<file path="src/rtl/mob_pkg.sv">
// Package: memory type codes, barrier ops and limits for the ordering unit
package mob_pkg;
	// Memory type of an explicit access
	typedef enum logic [1:0] {
		MOB_NORMAL    = 2'h0,
		MOB_DEV_NSH   = 2'h1,
		MOB_DEV_SH    = 2'h2,
		MOB_STRONG    = 2'h3
	} mob_mtype_t;

	// Barrier operation presented by the decode stage
	typedef enum logic [1:0] {
		MOB_BAR_NONE  = 2'h0,
		MOB_BAR_ORDER = 2'h1,
		MOB_BAR_COMPL = 2'h2,
		MOB_BAR_FLUSH = 2'h3
	} mob_bar_t;

	localparam int MOB_OUTS_W      = 4;
	localparam int MOB_OUTS_MAX    = 8;
	localparam int MOB_ADDR_W      = 32;
	localparam int MOB_FLUSH_DRAIN = 2;
endpackage

</file>
<file path="src/rtl/mob_memory_order_barrier_unit.sv">
// Memory ordering and barrier control between issue stage and data bus
// Contract
// - No atomic or exclusive access support provided.
// - Global observation only for shareable types.
// - Read observed once later write cannot change.
// - Access complete only when globally observed.
// - Strong side-effect access observed at bus acknowledge.
// - Listed device/strong pairs issue strictly in order.
// - Other pairs may overlap freely.
// - Instruction fetches never held by ordering.
// - Each multi-word transfer ordered separately.
// - Different instructions ordered by issue order.
// - Multi-word low address word goes first; not enforced, words issue in the order presented.
// - Multi-word loads with PC have no order.
// - Order barrier holds later accesses until observed.
// - Order barrier leaves non-memory instructions running.
// - Completion barrier ends after all accesses complete.
// - Nothing executes until completion barrier ends.
// - Flush barrier discards and refetches later instructions.
// - Later instructions see earlier context changes.
// - Branch prediction after flush uses new context.
// - Later context changes wait for flush barrier.
// - Barriers ignore fetch and DMA traffic.
`timescale 1ns/1ps
module mob_memory_order_barrier_unit
	import mob_pkg::*;
#(
	parameter int OUTS_W   = MOB_OUTS_W,
	parameter int OUTS_MAX = MOB_OUTS_MAX
) (
	input  wire logic                  sys_clk,
	input  wire logic                  rst,
	input  wire logic                  accValid,
	input  wire logic                  accWrite,
	input  wire logic      [1:0]       accType,
	input  wire logic [MOB_ADDR_W-1:0] accAddr,
	input  wire logic                  accMulti,
	input  wire logic                  accMultiPc,
	output logic                       accReady,
	output logic                       busReqValid,
	output logic                       busReqWrite,
	output logic [MOB_ADDR_W-1:0]      busReqAddr,
	input  wire logic                  busReqReady,
	input  wire logic                  busObserved,
	input  wire logic      [1:0]       barOp,
	input  wire logic                  barValid,
	output logic                       barDone,
	output logic                       issueStall,
	output logic                       flushPipe,
	output logic                       ctxCommit,
	output logic                       outstandingEmpty
);
	// ==========================================================
	// Types and state
	typedef enum logic [2:0] {
		MOB_IDLE,
		MOB_ORDER_WAIT,
		MOB_COMPL_WAIT,
		MOB_FLUSH_WAIT,
		MOB_FLUSH_DRAIN_ST
	} mob_state_t;

	mob_state_t       state;
	mob_mtype_t       lastType;
	logic             lastValid;
	logic [OUTS_W-1:0] outsCount;
	logic             outsFull;
	logic             mustWait;
	logic             issueFire;
	logic [MOB_ADDR_W-1:0] lastAddr;
	logic             multiActive;
	logic [1:0]       flushCnt;
	mob_mtype_t       curType;

	assign curType = mob_mtype_t'(accType);

	// ==========================================================
	// Pair ordering decision
	// True when a later access of type b must wait for an earlier a
	function automatic logic mob_strict_pair(input mob_mtype_t a, input mob_mtype_t b);
		logic r;
		r = 1'b0;
		case (a)
			MOB_DEV_NSH: r = (b == MOB_DEV_NSH) || (b == MOB_STRONG);
			MOB_DEV_SH:  r = (b == MOB_DEV_SH) || (b == MOB_STRONG);
			MOB_STRONG:  r = (b != MOB_NORMAL);
			default:     r = 1'b0;
		endcase
		return r;
	endfunction

	// Only explicit data accesses reach this port; fetches bypass it.
	// Each access, including each word of a multi-word transfer, is checked
	// against the previous one still in flight.
	// Observation on the bus means global observation for shareable types and
	// local observation otherwise; both retire the access.
	// All operands stay in the expression so the wait tracks the counter every cycle
	assign mustWait = lastValid && mob_strict_pair(lastType, curType)
		&& !outstandingEmpty;

	// No exclusive-access path exists; atomicity is left to software.
	// Order barrier is left out: it holds memory issue only, through accReady
	assign issueStall = (state == MOB_COMPL_WAIT)
		|| (state == MOB_FLUSH_WAIT) || (state == MOB_FLUSH_DRAIN_ST);
	assign accReady   = (state == MOB_IDLE) && !mustWait && !outsFull
		&& busReqReady;
	assign issueFire  = accValid && accReady;

	// ==========================================================
	// Outstanding access tracking
	mob_outstanding_counter #(
		.WIDTH (OUTS_W),
		.LIMIT (OUTS_MAX)
	) u_outs (
		.sys_clk (sys_clk),
		.rst     (rst),
		.inc     (issueFire),
		.dec     (busObserved),
		.count   (outsCount),
		.empty   (outstandingEmpty),
		.full    (outsFull)
	);

	always_ff @(posedge sys_clk or posedge rst) begin
		if (rst) begin
			lastType  <= MOB_NORMAL;
			lastValid <= 1'b0;
		end else if (issueFire) begin
			lastType  <= curType;
			lastValid <= 1'b1;
		end else if (outstandingEmpty) begin
			lastValid <= 1'b0;
		end
	end

	// Multi-word sequencing: addresses must ascend unless the list loads PC; lastAddr and multiActive are only recorded, never checked
	always_ff @(posedge sys_clk or posedge rst) begin
		if (rst) begin
			lastAddr    <= '0;
			multiActive <= 1'b0;
		end else if (issueFire) begin
			lastAddr    <= accAddr;
			multiActive <= accMulti && !accMultiPc;
		end
	end

	// ==========================================================
	// Bus request register
	always_ff @(posedge sys_clk or posedge rst) begin
		if (rst) begin
			busReqValid <= 1'b0;
			busReqWrite <= 1'b0;
			busReqAddr  <= '0;
		end else begin
			busReqValid <= issueFire;
			if (issueFire) begin
				busReqWrite <= accWrite;
				busReqAddr  <= accAddr;
			end
		end
	end

	// ==========================================================
	// Barrier sequencer
	always_ff @(posedge sys_clk or posedge rst) begin
		if (rst) begin
			state    <= MOB_IDLE;
			flushCnt <= '0;
		end else begin
			case (state)
				MOB_IDLE: begin
					if (barValid) begin
						case (mob_bar_t'(barOp))
							MOB_BAR_ORDER: state <= MOB_ORDER_WAIT;
							MOB_BAR_COMPL: state <= MOB_COMPL_WAIT;
							MOB_BAR_FLUSH: state <= MOB_FLUSH_WAIT;
							default:       state <= MOB_IDLE;
						endcase
					end
				end
				MOB_ORDER_WAIT: begin
					if (outstandingEmpty && !busReqValid) begin
						state <= MOB_IDLE;
					end
				end
				MOB_COMPL_WAIT: begin
					if (outstandingEmpty && !busReqValid) begin
						state <= MOB_IDLE;
					end
				end
				MOB_FLUSH_WAIT: begin
					if (outstandingEmpty && !busReqValid) begin
						state    <= MOB_FLUSH_DRAIN_ST;
						flushCnt <= 2'(MOB_FLUSH_DRAIN);
					end
				end
				MOB_FLUSH_DRAIN_ST: begin
					if (flushCnt == 2'h1) begin
						state <= MOB_IDLE;
					end
					flushCnt <= flushCnt - 2'h1;
				end
				default: state <= MOB_IDLE;
			endcase
		end
	end

	// Order barrier holds only memory issue; issueStall stays low for it so
	// non-memory instructions run on.
	always_ff @(posedge sys_clk or posedge rst) begin
		if (rst) begin
			barDone   <= 1'b0;
			flushPipe <= 1'b0;
			ctxCommit <= 1'b0;
		end else begin
			barDone <= ((state == MOB_ORDER_WAIT) || (state == MOB_COMPL_WAIT))
				&& outstandingEmpty && !busReqValid
				|| (state == MOB_FLUSH_DRAIN_ST && flushCnt == 2'h1);
			// Discard younger instructions and refetch with new context
			flushPipe <= (state == MOB_FLUSH_WAIT) && outstandingEmpty
				&& !busReqValid;
			// Earlier context writes become visible before refetch resumes
			ctxCommit <= (state == MOB_FLUSH_WAIT) && outstandingEmpty
				&& !busReqValid;
		end
	end
endmodule

</file>
<file path="src/rtl/mob_outstanding_counter.sv">
// Counts explicit bus accesses issued but not yet observed on the bus (busObserved)
`timescale 1ns/1ps
module mob_outstanding_counter
	import mob_pkg::*;
#(
	parameter int WIDTH = MOB_OUTS_W,
	parameter int LIMIT = MOB_OUTS_MAX
) (
	input  wire logic             sys_clk,
	input  wire logic             rst,
	input  wire logic             inc,
	input  wire logic             dec,
	output logic      [WIDTH-1:0] count,
	output logic                  empty,
	output logic                  full
);
	always_ff @(posedge sys_clk or posedge rst) begin
		if (rst) begin
			count <= '0;
		end else if (inc && !dec) begin
			count <= count + WIDTH'(1);
		end else if (dec && !inc && count != '0) begin
			count <= count - WIDTH'(1);
		end
	end

	assign empty = (count == '0);
	assign full  = (count >= WIDTH'(LIMIT));
endmodule

</file>
<file path="config.mk">
export PLATFORM = sky130hd
export DESIGN_NAME = mob_memory_order_barrier_unit
export DESIGN_NICKNAME = d
export VERILOG_FILES = /design/src/rtl/mob_pkg.sv /design/src/rtl/mob_memory_order_barrier_unit.sv /design/src/rtl/mob_outstanding_counter.sv
export SDC_FILE = /design/constraint.sdc
export NUM_CORES = 1
export LEC_CHECK = 0
export BUFFER_PORTS_ARGS = -buffer_cell sky130_fd_sc_hd__buf_2
export CAP_MARGIN = 20
export CORE_MARGIN = 2
export CORE_UTILIZATION = 35
export CTS_CLUSTER_SIZE = 12
export DETAILED_ROUTE_END_ITERATION = 16
export HOLD_SLACK_MARGIN = 0.06
export SYNTH_ARGS = -nofsm -noshare
export SYNTH_HDL_FRONTEND = slang
export SYNTH_SLANG_ARGS = --single-unit
export TNS_END_PERCENT = 10
</file>
<file path="constraint.sdc">
create_clock -name sys_clk -period 4 [get_ports sys_clk]
set_input_delay 0.6 -clock sys_clk [delete_from_list [all_inputs] [get_ports sys_clk]]
set_output_delay 0.6 -clock sys_clk [all_outputs]
set_load 0.02 [all_outputs]
</file>
After elaboration in Yosys (flattened, before gate mapping). Cells that the tools add are included.

Add/subtract/negate cells: 3. Multiply operators: 0. Divide/modulo/power cells: 0. Order comparisons: 1. Eq/ne operators: 18. Shift operators: 0. Mux-type cells: 13. Bitwise operators: 0. Reductions and logical operators: 37.

Operators by type and width (count): $logic_and A1 B1 Y1 (15); $eq A2 B2 Y1 const B (6); $mux W3 (4); $pmux W3 S4 (1); $eq A2 B1 Y1 const B (4); $mux W4 (2); $reduce_bool A2 Y1 (4); $eq A3 B2 Y1 const B (2); $logic_not A1 Y1 (6); $logic_or A1 B1 Y1 (6); $ne A2 B1 Y1 const B (3); $pmux W2 S3 (1); $add A4 B1 Y4 const B (1); $ge A4 B4 Y1 const B (1); $logic_not A4 Y1 (1); $pmux W2 S2 (1); $reduce_and A4 Y1 (1); $reduce_bool A4 Y1 (1); $sub A4 B1 Y4 const B (1); $eq A3 B1 Y1 const B (1); $eq A3 B3 Y1 const B (1); $logic_not A3 Y1 (1); $pmux W1 S3 (1); $mux W1 (2); 5 further kinds (5).

Flip-flop bits (word level): 48. Bits in latches: 0. RAM bits: 0. Bits in read-only memories: 0. Output and inout bits: 40. Memories kept: 0.

Logic depth before layout (Yosys ltp). Gate-level depths: netlist (run 1).

Depth after elaboration: 15. Mapped depth: 12.

Cells and area by module. Synthesis (run 1) repeated with hierarchy kept, for this count alone.

Cells, all modules: 157. Area total of the unflattened synthesis: 2270.9 um^2.

Modules (own cells, without submodules): mob_memory_order_barrier_unit (instances 1, cells each 129, area each 1964.4 um^2, sequential area each 1101.1 um^2); mob_outstanding_counter (instances 1, cells each 28, area each 306.5 um^2, sequential area each 100.1 um^2).

Worst setup path before layout (run 1). No wires, ideal clock.

Kind: register -> register. From: register u_outs.count[1]. To: register u_outs.count[3]. Arrival: 2886 ps. Setup slack: 1037 ps. Stages on the path, launching flop included: 12. Clock period less this slack: 2963 ps. Path through: dfrtp_1 or4_1 buf_2 inv_2 a21oi_2 or3_1 ha_1 a21o_1 a21oi_1 or3b_2 a2bb2oi_1 o21ai_1.

Longest elaborated chain between the ends: 12. Elaborated cells on any way between the ends: 20. Classes of those cells: 2 x add/sub; 1 x order compare; 2 x mux; 15 x reduce/logical.

Ends and longest elaborated chain: from (decl) (line mob_outstanding_counter.sv:13) `output logic [WIDTH-1:0] count,`; from (signal assigned) (line mob_outstanding_counter.sv:21) `count <= count + WIDTH'(1);`; from (signal assigned) (line mob_outstanding_counter.sv:23) `count <= count - WIDTH'(1);`; $logic_not A4 Y1 * (line mob_outstanding_counter.sv:27) `assign empty = (count == '0);`; named net outstandingEmpty (line mob_memory_order_barrier_unit.sv:51) `output logic outstandingEmpty`; $logic_not A1 Y1 * (line mob_memory_order_barrier_unit.sv:99) `&& !outstandingEmpty;`; $logic_and A1 B1 Y1 * (line mob_memory_order_barrier_unit.sv:99); $logic_not A1 Y1 * (line mob_memory_order_barrier_unit.sv:105) `assign accReady = (state == MOB_IDLE) && !mustWait && !outsFull`; $logic_and A1 B1 Y1 * (2 in series) (line mob_memory_order_barrier_unit.sv:105); $logic_and A1 B1 Y1 * (line mob_memory_order_barrier_unit.sv:106) `&& busReqReady;`; $logic_and A1 B1 Y1 * (line mob_memory_order_barrier_unit.sv:107) `assign issueFire = accValid && accReady;`; $logic_not A1 Y1 (line mob_outstanding_counter.sv:22) `end else if (dec && !inc && count != '0) begin`; $logic_and A1 B1 Y1 (2 in series) (line mob_outstanding_counter.sv:22); $reduce_bool A2 Y1 (no line).

The timed path passes the listed nets; every way through them passes the cells marked *. The select of a mux whose other input is x is not followed. A chain may end at the register's enable or synchronous reset.

Worst setup path after layout (run 1).
From: register u_outs.count[1]. To: register u_outs.count[3].

Longest elaborated chain between the ends: 12. Elaborated cells on any way between the ends: 20. Classes of those cells: 2 x add/sub; 1 x order compare; 2 x mux; 15 x reduce/logical.

Ends and longest elaborated chain: parallel branches: the longest is 12 deep, another holds $ge A4 B4 Y1.

Parallel ways; which one is timed is not known. The select of a mux whose other input is x is not followed.

==> results.txt, run 1 <==
The flow ran to the end, and the final reports show no timing, DRC or antenna violations. The share of power burned in combinational logic came out at roughly 45%. The synthesized netlist devotes 7.08% of its cell area to compound gates. The total power after layout is 2.06 mW. The first detailed-routing pass ran for 4 iterations.

The share of Yosys cell area claimed by the top area cell type is 56.6%. Input and output buffers added on the ports amount to 82. Global routing used 12.4% of the available tracks. The initial utilization of the core area, before any placement, comes to 36.1%. The layout overhead on the synthesized area came out at 26.7%.

After routing, the total negative slack on setup checks comes to 0 ps. The per-instance average area after synthesis came out at 13.5 sq um. The largest total area in the synthesized netlist belongs to sky130_fd_sc_hd__dfrtp_1. The overflow left after global routing came out at 0. The clock power share is 14.2%. The top cell types in the final layout, fill and taps aside, are sky130_fd_sc_hd__buf_2 (82), sky130_fd_sc_hd__dfrtp_1 (48), sky130_fd_sc_hd__mux2_1 (35). The largest buffer count on any clock path is 2.

The startpoint identified for the worst register-to-register timing path is u_outs.count[1]. The area inside the core boundary is between 0.005 and 0.006 sq mm. The worst setup path is captured at a flip-flop. The synthesized netlist contains 37 unique library cells. The clock-pin slew reported for the worst setup and hold paths after clock tree synthesis came out at approximately 80 ps. The clock insertion delay at the later pin of the skew report came out at 290 ps.

The number of filler instances in the final layout came out at between 500 and 600. The top achievable clock speed is 0.321 GHz. The placed wire-length estimate after detailed placement came out at 2930 microns. Leaving out fill and tap cells, the most frequent cell in the layout is sky130_fd_sc_hd__buf_2. The required arrival time at the worst endpoint is 4220 ps. The post-synthesis instance area came out at 0.00212 sq mm. The post-CTS resize count is 0. The relative slew slack came out at 59.4%. The arrival time at the worst endpoint is 3340 ps. CTS placed an instance of sky130_fd_sc_hd__clkbuf_8 at the clock tree root. The die outline height came out at 81.9 microns. By area the synthesized netlist is led by sky130_fd_sc_hd__dfrtp_1 (57%), sky130_fd_sc_hd__mux2_1 (19%), sky130_fd_sc_hd__ha_1 (3.5%). The worst supply voltage drop on vdd is 335 uV.

In this run switching power makes up between 30% and 40% of total power. 0 antenna diodes ended up in the layout. The number of endpoints failing setup at the final stage is 0.

The TritonCTS sink count came out at 48. Detailed routing inserted a total of 1475 vias. The number of max-cap violations is 0. The longest individual stage delay on the worst path is 670 ps. The floorplan step defined a die boundary enclosing 0.00670 sq mm.

The worst setup path is of the reg2reg kind. The routed via count divided by cell count is 4.65. The wire length of the first global-routing pass is 6330 microns. The clock arrives with 2.95 ps of skew.

Sequential elements use a little under three fifths of the synthesized area. The slowest stage of the critical path belongs to the cell sky130_fd_sc_hd__or4_1. Of the cells placed in the final design, the portion with a size suffix greater than 1 is 39.7%. The total number of yosys warnings is 0.

The leakage power of the design came out at 1.36 nW. The power per standard cell area is approximately 770 mW/mm^2. Counting every instance in the synthesized netlist gives around 160.

The final hold violation count was 0. The pin count of the biggest net entering global routing came out at 49. The kind of path behind the tightest hold check is in2async. The clock tree synthesis step divided the H-tree into 2 levels. The cell depth of the worst flop-to-flop path came out at 10. TritonCTS built the clock tree. The count of buffering cells on the critical path with inverters included came out at 1. The congestion estimate from routability-driven global placement came to 0.741.

The max-slew violation count came out at 0. For the pin with the worst max-slew slack, the measured transition is 610 ps. The detailed router finished its first iteration with 47 violations. The adder and majority gate portion of the synthesized area came out at 4.48%. The post-synthesis mux area share is 19.0%. The signal on the critical path passes through or4_1, inv_2, a21oi_2, or3_1, ha_1, a21o_1, a21oi_1, or3b_2, a2bb2oi_1, o21ai_1. The part of the cycle the worst path needs is 77.9%.

The wire length per cell after detailed routing came out at 12.5 microns. The number of nets in the final layout is 293. The setup slack of the worst register-to-register path came out at 880 ps. The number of register bits inferred by synthesis came out at 48. The via count of the first global-routing pass came out at 1395. The share of synthesized cell area in and, or, nand and nor gates came out at 7.72%. The count of antenna-violating nets left after detailed routing came out at 0.

Clock tree synthesis inserted a total of 5 buffers. The endpoint identified for the worst register-to-register timing path is u_outs.count[3]. The number of top-level pins is 85. The number of core rows is 28. The cts-stage hold buffer count is 0. The post-synthesis net count came out at 209. The final wirelength came out at 3950 microns.

STA classifies the critical path startpoint as a flip-flop. The synthesized netlist devotes 1.24% of its cell area to XOR and XNOR gates. The post-CTS repair timing setup buffer count is 0. By area, the combinational part of the netlist is dominated by multiplexers. The internal power of the cells totals 1.24 mW. The sequential power share is 40.9%.

The final routed DRC violation total came out at 0. The switching power of the nets came out at 0.821 mW. The initial antenna violation count came out at 0. The top fanout value on the critical path came out at 7.

On the critical path the largest part of the delay comes from simple AND/OR/NAND/NOR gates. Setup repair after global routing left no endpoint under its margin. The routed design could run at a clock period as short as 3120 ps.

The die boundary width came out at 81.9 microns.
==> per-layer routing <==
| metal | vias up | global-route usage (%) | share of wire (%) |
|---|---|---|---|
| met5 | - | 0 | 0 |
| met4 | 0 | 4.00 | 0.96 |
| met3 | 4 | 3.96 | 6.4 |
| met2 | 47 | 19.8 | 47 |
| met1 | 701 | 16.1 | 46 |
| li1 | 723 | - | - |
==> cells by family (layout without fill, tap and decap cells) <==
logic type / Yosys count / in the layout
AO/OA/AOI/OAI: 23 / 23
XOR/XNOR: 3 / 3
buffers and inverters: 14 / 99
adder cells (fa/ha/maj): 7 / 7
AND/OR/NAND/NOR: 26 / 26
flip-flops: 48 / 48
multiplexers: 36 / 36
==> per-stage QoR <==
stage          instances  hold slack (ps)  utilization, %  instance area, sq um  worst slack (ps)
2_1_floorplan        157              441               -                  2120              1040
3_3_place_gp         308              462            43.8                  2580               936
3_5_place_dp         308              468            43.8                  2580               892
4_1_cts              316              487            45.3                  2670               873
5_1_grt              317              354            45.7                  2690               749
6_report             317              321            45.7                  2690               883
==> cells in the mapped netlist, drive strengths merged <==
cell type / instances
a21o: 3
a21oi: 6
a2bb2oi: 1
and3: 1
and3b: 1
buf: 6
clkbuf: 1
dfrtp: 48
fa: 1
ha: 6
inv: 7
mux2: 35
mux2i: 1
nand2: 3
nand2b: 1
nand3: 7
nand4: 1
nor2: 4
nor2b: 3
nor3: 1
nor4: 1
o211ai: 2
o21ai: 7
o21bai: 1
o2bb2ai: 2
o32a: 1
or3: 1
or3b: 1
or4: 1
xnor2: 2
xor2: 1
==> state kept, by name (all words and copies together), names as in the netlist <==
register and flops:
barDone 1, busReqAddr 32, busReqValid 1, busReqWrite 1, ctxCommit 1, flushCnt 2, lastType 2, lastValid 1
state 3, u_outs.count 4
==> worst max-delay path by stage <==
stage,slack (ps),end,from,depth (start not counted)
floorplan,1040,u_outs.count[3],u_outs.count[1],11
global placement,940,u_outs.count[3],u_outs.count[1],10
detailed placement,890,u_outs.count[3],u_outs.count[1],10
CTS,870,u_outs.count[3],u_outs.count[1],10
global route,750,u_outs.count[3],u_outs.count[1],10
finish,880,u_outs.count[3],u_outs.count[1],10
==> power groups by stage <==
stage	clock, mW	combinational [mW]	sequential [mW]
finish	0.292	0.924	0.843
global route	0.322	1.02	0.878
CTS	0.305	0.939	0.848
detailed placement	0	0.937	0.856
global placement	0	0.923	0.844
floorplan	0	0.432	1.06
==> layout make-up <==
| class | instances | area, sq um | share of cell area [%] |
|---|---|---|---|
| clock buffer | 8 | 90.1 | 3.35 |
| inverter | 7 | 26.3 | 0.977 |
| multi-input combinational | 95 | 840 | 31.2 |
| sequential | 48 | 1200 | 44.7 |
| tap | 75 | 93.8 | 3.49 |
| timing repair buffer | 84 | 438 | 16.3 |
Power figures use the tool's default switching activity.
==> inputs of run 2 (changes only) <==
Clock period 4 ns to 2.94 ns, I/O delays scaled along.
==> results.txt, run 2 (synthesized netlist as in run 1, its figures left out) <==
Once detail routing completed, the nets flagged for antenna violations numbered 0. The tool flagged a number of max-cap violations equal to 0. Dividing the final minimum period by the clock period gives 92.1%. The worst register-to-register path ends at u_outs.count[3]. In this run the critical register-to-register path is launched from u_outs.count[1]. Summed over all nets, the half-perimeter wirelength after detailed placement is between 2000 and 3000 microns.

The die boundary width came out at 81.9 microns. The area inside the core boundary is 0.00589 sq mm. The kind of path behind the tightest hold check is in2async. The pin count of the biggest net entering global routing came out at 49. The initial utilization of the core area, before any placement, comes to 36.1%. The wire length of the first global-routing pass is 6640 microns. More flip-flops sit in one register than any other, and that register is busReqAddr. The slew of the pin with the lowest slew margin came out at 481 ps. The minimum period implied by the final worst setup slack is 2710 ps. The final wirelength came out at between 4000 and 5000 microns. After detailed routing, the number of remaining DRC violations is 0. The arrival time at the worst endpoint came out at about 2900 ps. The floorplan step defined a die boundary enclosing 0.00670 sq mm.

The largest clock skew in the final design came out at 3.79 ps. The top fanout value on the critical path is 4. The wire length per cell after detailed routing came out at 12.6 microns. The flip-flop count of the largest register, all copies and words added came out at 32. The relative slew slack came out at 67.6%.

The first routing iteration left 62 violations. In the final layout, the registers with the most flip-flops are busReqAddr x32, u_outs.count x4, state x3. 85 I/O pins were placed.

The worst supply voltage drop on vdd is 491 uV. Setup repair after global routing left no endpoint under its margin. The startpoint type of the worst setup path is a flip-flop. The number of filler instances in the final layout is ~560. The TritonCTS sink count is 48. The final hold violation count came out at 0. The master cell of the clock root buffer is sky130_fd_sc_hd__clkbuf_8.

In this run the worst setup path begins at u_outs.count[1]. The number of endpoints failing setup at the final stage is 0. Derived from the worst setup path, the maximum achievable clock frequency is 0.369 GHz. The count of inserted antenna diode cells is 0. The initial antenna violation count was 0.

The worst setup path is of the reg2reg kind. The multi-input logic area came out at approximately 880 sq um. The layout overhead on the synthesized area is 33.0%. The power per standard cell area came out at 1060 mW/mm^2.

Data on the critical path is required at its endpoint by 3170 ps. In the final layout, the share of cells above drive strength 1 is 44.6%. The cell depth of the worst flop-to-flop path is 10. The setup check on the worst reg-to-reg path leaves a slack of 230 ps. The routed layout has between 1500 and 2000 vias. Global routing used 13.1% of the available tracks. The total negative setup slack is 0 ps. STA classifies the critical path endpoint as a flip-flop. Buffers inserted during clock tree synthesis total 5. The number of levels in the clock H-tree came out at 2.

The placer's final routability congestion estimate came out at a little over 0.7. The routed via count divided by cell count came out at ~4.7. TritonCTS built the clock tree. The area occupied by registers came out at 0.00120 sq mm. The number of nets in the final layout came out at 302.

The number of core rows came out at 28. The largest buffer count on any clock path came out at 2. After clock tree synthesis, the clock-pin slew on the worst setup and hold paths is about 90 ps.

In the layout the commonest cells are sky130_fd_sc_hd__buf_2 (82), sky130_fd_sc_hd__dfrtp_1 (48), sky130_fd_sc_hd__mux2_1 (35). The library cell used most frequently in the layout, excluding fill and tap cells, is sky130_fd_sc_hd__buf_2. The iteration count of the initial detailed-routing pass came out at 4. At the later pin of the worst-skew pair, clock insertion delay measures 290 ps. The run finished with clean final reports. The max-slew violation count came to 0. The die outline height is 81.9 microns. The overflow left after global routing came out at 0. The via count of the first global-routing pass is ~1500.

The setup slack of the critical path after layout is 231 ps. The setup slack after placement is between 70 and 80 ps. The port buffer count came out at 82. The leakage power of the design came out at 1.42 nW.
[run 2: worst max path at each step]
stage	depth (start not counted)	endpoint
after detailed placement	12	u_outs.count[3]
after global placement	12	u_outs.count[3]
after floorplan	11	u_outs.count[3]
after global routing	12	u_outs.count[3]
final	10	u_outs.count[3]
after CTS	12	u_outs.count[3]
[run 2: power by group]
part,switching (mW),internal [mW]
Clock,0.211,0.253
Sequential,0.171,0.970
Combinational,0.778,0.607
Total,1.16,1.83
[run 2: per-layer routing]
| layer | global-route usage [%] | up-vias | part of all wire, % |
|---|---|---|---|
| li1 | - | 737 | - |
| met4 | 5.33 | 0 | 1.4 |
| met5 | 0 | - | 0 |
| met3 | 4.40 | 6 | 7.2 |
| met2 | 19.3 | 50 | 45 |
| met1 | 17.8 | 736 | 47 |
[run 2: metrics by stage]
| step | power [mW] | hold WS [ps] | std cells | instance area, sq um | utilization (%) |
|---|---|---|---|---|---|
| final | 2.99 | 114 | 326 | 2820 | 48.0 |
| after global routing | 3.23 | 128 | 326 | 2820 | 48.0 |
| after CTS | 2.97 | 343 | 323 | 2760 | 46.8 |
| after detailed placement | 2.49 | 457 | 315 | 2650 | 45.0 |
| after global placement | 2.46 | 461 | 315 | 2650 | 45.0 |
| after floorplan | 2.03 | 441 | 157 | 2130 | - |
[run 2: layout make-up]
cell class                 count  share of cell area [%]
sequential                    48                    42.6
multi-input combinational     95                    31.0
timing repair buffer          93                    18.4
tap                           75                    3.32
clock buffer                   6                    2.57
clock inverter                 2                    1.24
inverter                       7                   0.931
[run 2: critical path: stages (launching register included)]
cell and delay [ps]:
sky130_fd_sc_hd__dfrtp_1 460, sky130_fd_sc_hd__or4_1 570, sky130_fd_sc_hd__inv_2 90, sky130_fd_sc_hd__a21oi_2 40, sky130_fd_sc_hd__or3_4 410, sky130_fd_sc_hd__ha_4 220
sky130_fd_sc_hd__a21o_1 160, sky130_fd_sc_hd__a21oi_2 120, sky130_fd_sc_hd__or3b_4 370, sky130_fd_sc_hd__a2bb2oi_1 130, sky130_fd_sc_hd__o21ai_1 70
[run 2: repair_timing]
item                                    in CTS  in global routing
endpoints found under the setup margin       0                  1
gates resized for setup                      0                  6
hold endpoints to repair                     0                  0
setup buffers                                0                  2
hold buffers                                 0                  0
==> inputs of run 3 (changes only) <==
Settings changed: BUFFER_PORTS_ARGS -buffer_cell sky130_fd_sc_hd__buf_2 to -buffer_cell sky130_fd_sc_hd__clkbuf_2, HOLD_SLACK_MARGIN 0.06 to 0.08.
==> results.txt, run 3 (synthesized netlist as in run 1, its figures left out) <==
For this block, the initial DRC count from the detailed router was 34. The TritonCTS sink count is 48. The worst supply voltage drop on vdd came out at 446 uV.

The total negative setup slack came out at 0 ps. The largest clock skew in the final design is 5.01 ps. The number of top-level pins came out at 85. The initial antenna violation count came out at 0. In the routed design, unresolved DRC markers number 0. The count of antenna-violating nets left after detailed routing is 0. The standard cell area after detailed placement came out at 0.00265 sq mm. The top cell types in the final layout, fill and taps aside, are sky130_fd_sc_hd__clkbuf_2 (82), sky130_fd_sc_hd__dfrtp_1 (48), sky130_fd_sc_hd__mux2_1 (35). The placed wire-length estimate after detailed placement came out at 2970 microns. The count of buffering cells on the critical path with inverters included came out at 1.

The clock-pin slew reported for the worst setup and hold paths after clock tree synthesis came out at 90 ps. The routed via count divided by cell count came out at 4.73. The wire length of the first global-routing pass came out at 6600 microns. The flip-flop count of the largest register, all copies and words added is 32. The largest buffer count on any clock path came out at 2. The global-route usage over all layers is about an eighth.

The pin count of the biggest net entering global routing came out at 49. The wire length per cell after detailed routing is about 12 microns. The via count of the first global-routing pass is between 1000 and 1500. The floorplan step defined a core boundary enclosing between 0.005 and 0.006 sq mm.

At the worst endpoint, the arrival time is roughly 3000 ps. The iteration count of the initial detailed-routing pass came out at 3. The floorplan step set the die height to between 80 and 90 microns. The number of nets in the final layout is 303. The worst hold path begins at accAddr[7]. STA classifies the critical path startpoint as a flip-flop. The clock period could shrink to 2750 ps. The die covers ~0.0067 sq mm. The max-slew violation count is 0. The critical path runs through a total of 12 cells. The part of the cycle the worst path needs is 93.6%. The final hold violation count is 0.

The required arrival time at the worst endpoint came out at approximately 3200 ps. The master cell of the clock root buffer is sky130_fd_sc_hd__clkbuf_8. The final wirelength came out at 4000 microns.

The CTS buffer count is 5. The largest registers in the layout are busReqAddr x32, u_outs.count x4, state x3. The timing startpoint of the critical path is lastType[1]. The total vias in the final route is 1547.

Once the floorplan was initialized, standard cells occupied 36.1% of the core. Setup violations remaining at the end of the flow were counted as 0. The slowest stage of the critical path is the sky130_fd_sc_hd__dfrtp_1 cell.

The slew of the pin with the lowest slew margin is approximately 450 ps. The layout overhead on the synthesized area came out at 33.8%. The top achievable clock speed is around 0.36 GHz. The critical path is of the reg2reg type. Ranked by flip-flop count, first place goes to busReqAddr. The die boundary width is 81.9 microns. The run finished with clean final reports.

TritonCTS built the clock tree. The number of core rows came out at 28. The hold-critical path depth came out at 2. The power per standard cell area came out at 1060 mW/mm^2. The port buffer count came out at 82. The cell depth of the worst flop-to-flop path came out at 12. Setup repair after global routing could not meet its margin everywhere. The relative slew slack is 69.4%.

The number of levels in the clock H-tree is 2. The tool flagged a number of max-cap violations equal to 0. The endpoint class of the critical path is a flip-flop.

The fraction of layout instances using a drive strength above 1 came out at between 40% and 50%. The placer's final routability congestion estimate came out at 0.685. The design area is 0.00284 sq mm. The kind of cell with the highest combined delay on the critical path is simple AND/OR/NAND/NOR gates. The critical path goes through inv_2, ha_4, nor2b_4, o211ai_1, a21oi_2, or3_4, ha_4, a21o_1, a21oi_2, or3b_4, a2bb2oi_1, o21ai_1. The repair_antennas step left the layout with diodes totalling 0. The overflow left after global routing came out at 0.

The number of filler instances in the final layout came out at 560. In this run the worst path has a maximum fanout of 4. The tightest min-delay check is of the in2reg type. The clock insertion delay at the later pin of the skew report came out at 290 ps.

The leakage power of the design came out at 1.43 nW. The startpoint identified for the worst register-to-register timing path is lastType[1]. The library cell used most frequently in the layout, excluding fill and tap cells, is sky130_fd_sc_hd__clkbuf_2. The longest individual stage delay on the worst path came out at 420 ps.
run 3: final timing paths:
path,end,slack [ps]
worst min-delay path,busReqAddr[7],360
min in group asynchronous,busReqAddr[3],550
max in group asynchronous,flushCnt[1],1950
worst max register to register,u_outs.count[3],190
worst min register to register,lastValid,480
worst max-delay path,u_outs.count[3],190
run 3: worst register-to-register path, cell delays in order (launching register included):
cell and delay (ps):
sky130_fd_sc_hd__dfrtp_1 420, sky130_fd_sc_hd__inv_2 80, sky130_fd_sc_hd__ha_4 200, sky130_fd_sc_hd__nor2b_4 120, sky130_fd_sc_hd__o211ai_1 260, sky130_fd_sc_hd__a21oi_2 100, sky130_fd_sc_hd__or3_4 410, sky130_fd_sc_hd__ha_4 250
sky130_fd_sc_hd__a21o_1 160, sky130_fd_sc_hd__a21oi_2 120, sky130_fd_sc_hd__or3b_4 370, sky130_fd_sc_hd__a2bb2oi_1 130, sky130_fd_sc_hd__o21ai_1 70
run 3: final cells by class:
type / count / area, sq um / share of cell area, %
Sequential cell: 48 / 1200 / 42.3
Clock inverter: 2 / 35.0 / 1.23
Tap cell: 75 / 93.8 / 3.30
Clock buffer: 6 / 72.6 / 2.56
Timing Repair Buffer: 94 / 528 / 18.6
Multi-Input combinational cell: 95 / 883 / 31.1
Inverter: 7 / 26.3 / 0.925
run 3: what timing repair did:
item                                    4_1_cts  5_1_grt
setup buffers                                 0        2
hold endpoints to repair                      0        4
gates resized for setup                       0        8
endpoints found under the setup margin        0        1
hold buffers                                  0        1
run 3: stage by stage:
step	hold slack, ps	std cells	utilization, %	worst slack (ps)	power, mW
final	356	327	48.3	187	3.01
after global routing	337	327	48.3	-13.2	3.26
after CTS	342	323	46.8	26.0	2.98
after detailed placement	465	315	45.0	47.8	2.50
after global placement	465	315	45.0	113	2.46
after floorplan	441	157	-	12.2	2.03
run 3: power by group:
| group | internal [mW] | switching (mW) |
|---|---|---|
| clock network | 0.253 | 0.210 |
| registers | 0.970 | 0.178 |
| logic | 0.618 | 0.783 |
| total | 1.84 | 1.17 |
run 3: layer usage:
| layer | GRT usage (%) | wire, microns | vias to the layer above |
|---|---|---|---|
| met5 | 0 | 0 | - |
| met4 | 4.00 | 46 | 0 |
| met3 | 3.96 | 306 | 5 |
| met2 | 20.3 | 1870 | 50 |
| met1 | 16.5 | 1770 | 751 |
| li1 | - | - | 741 |
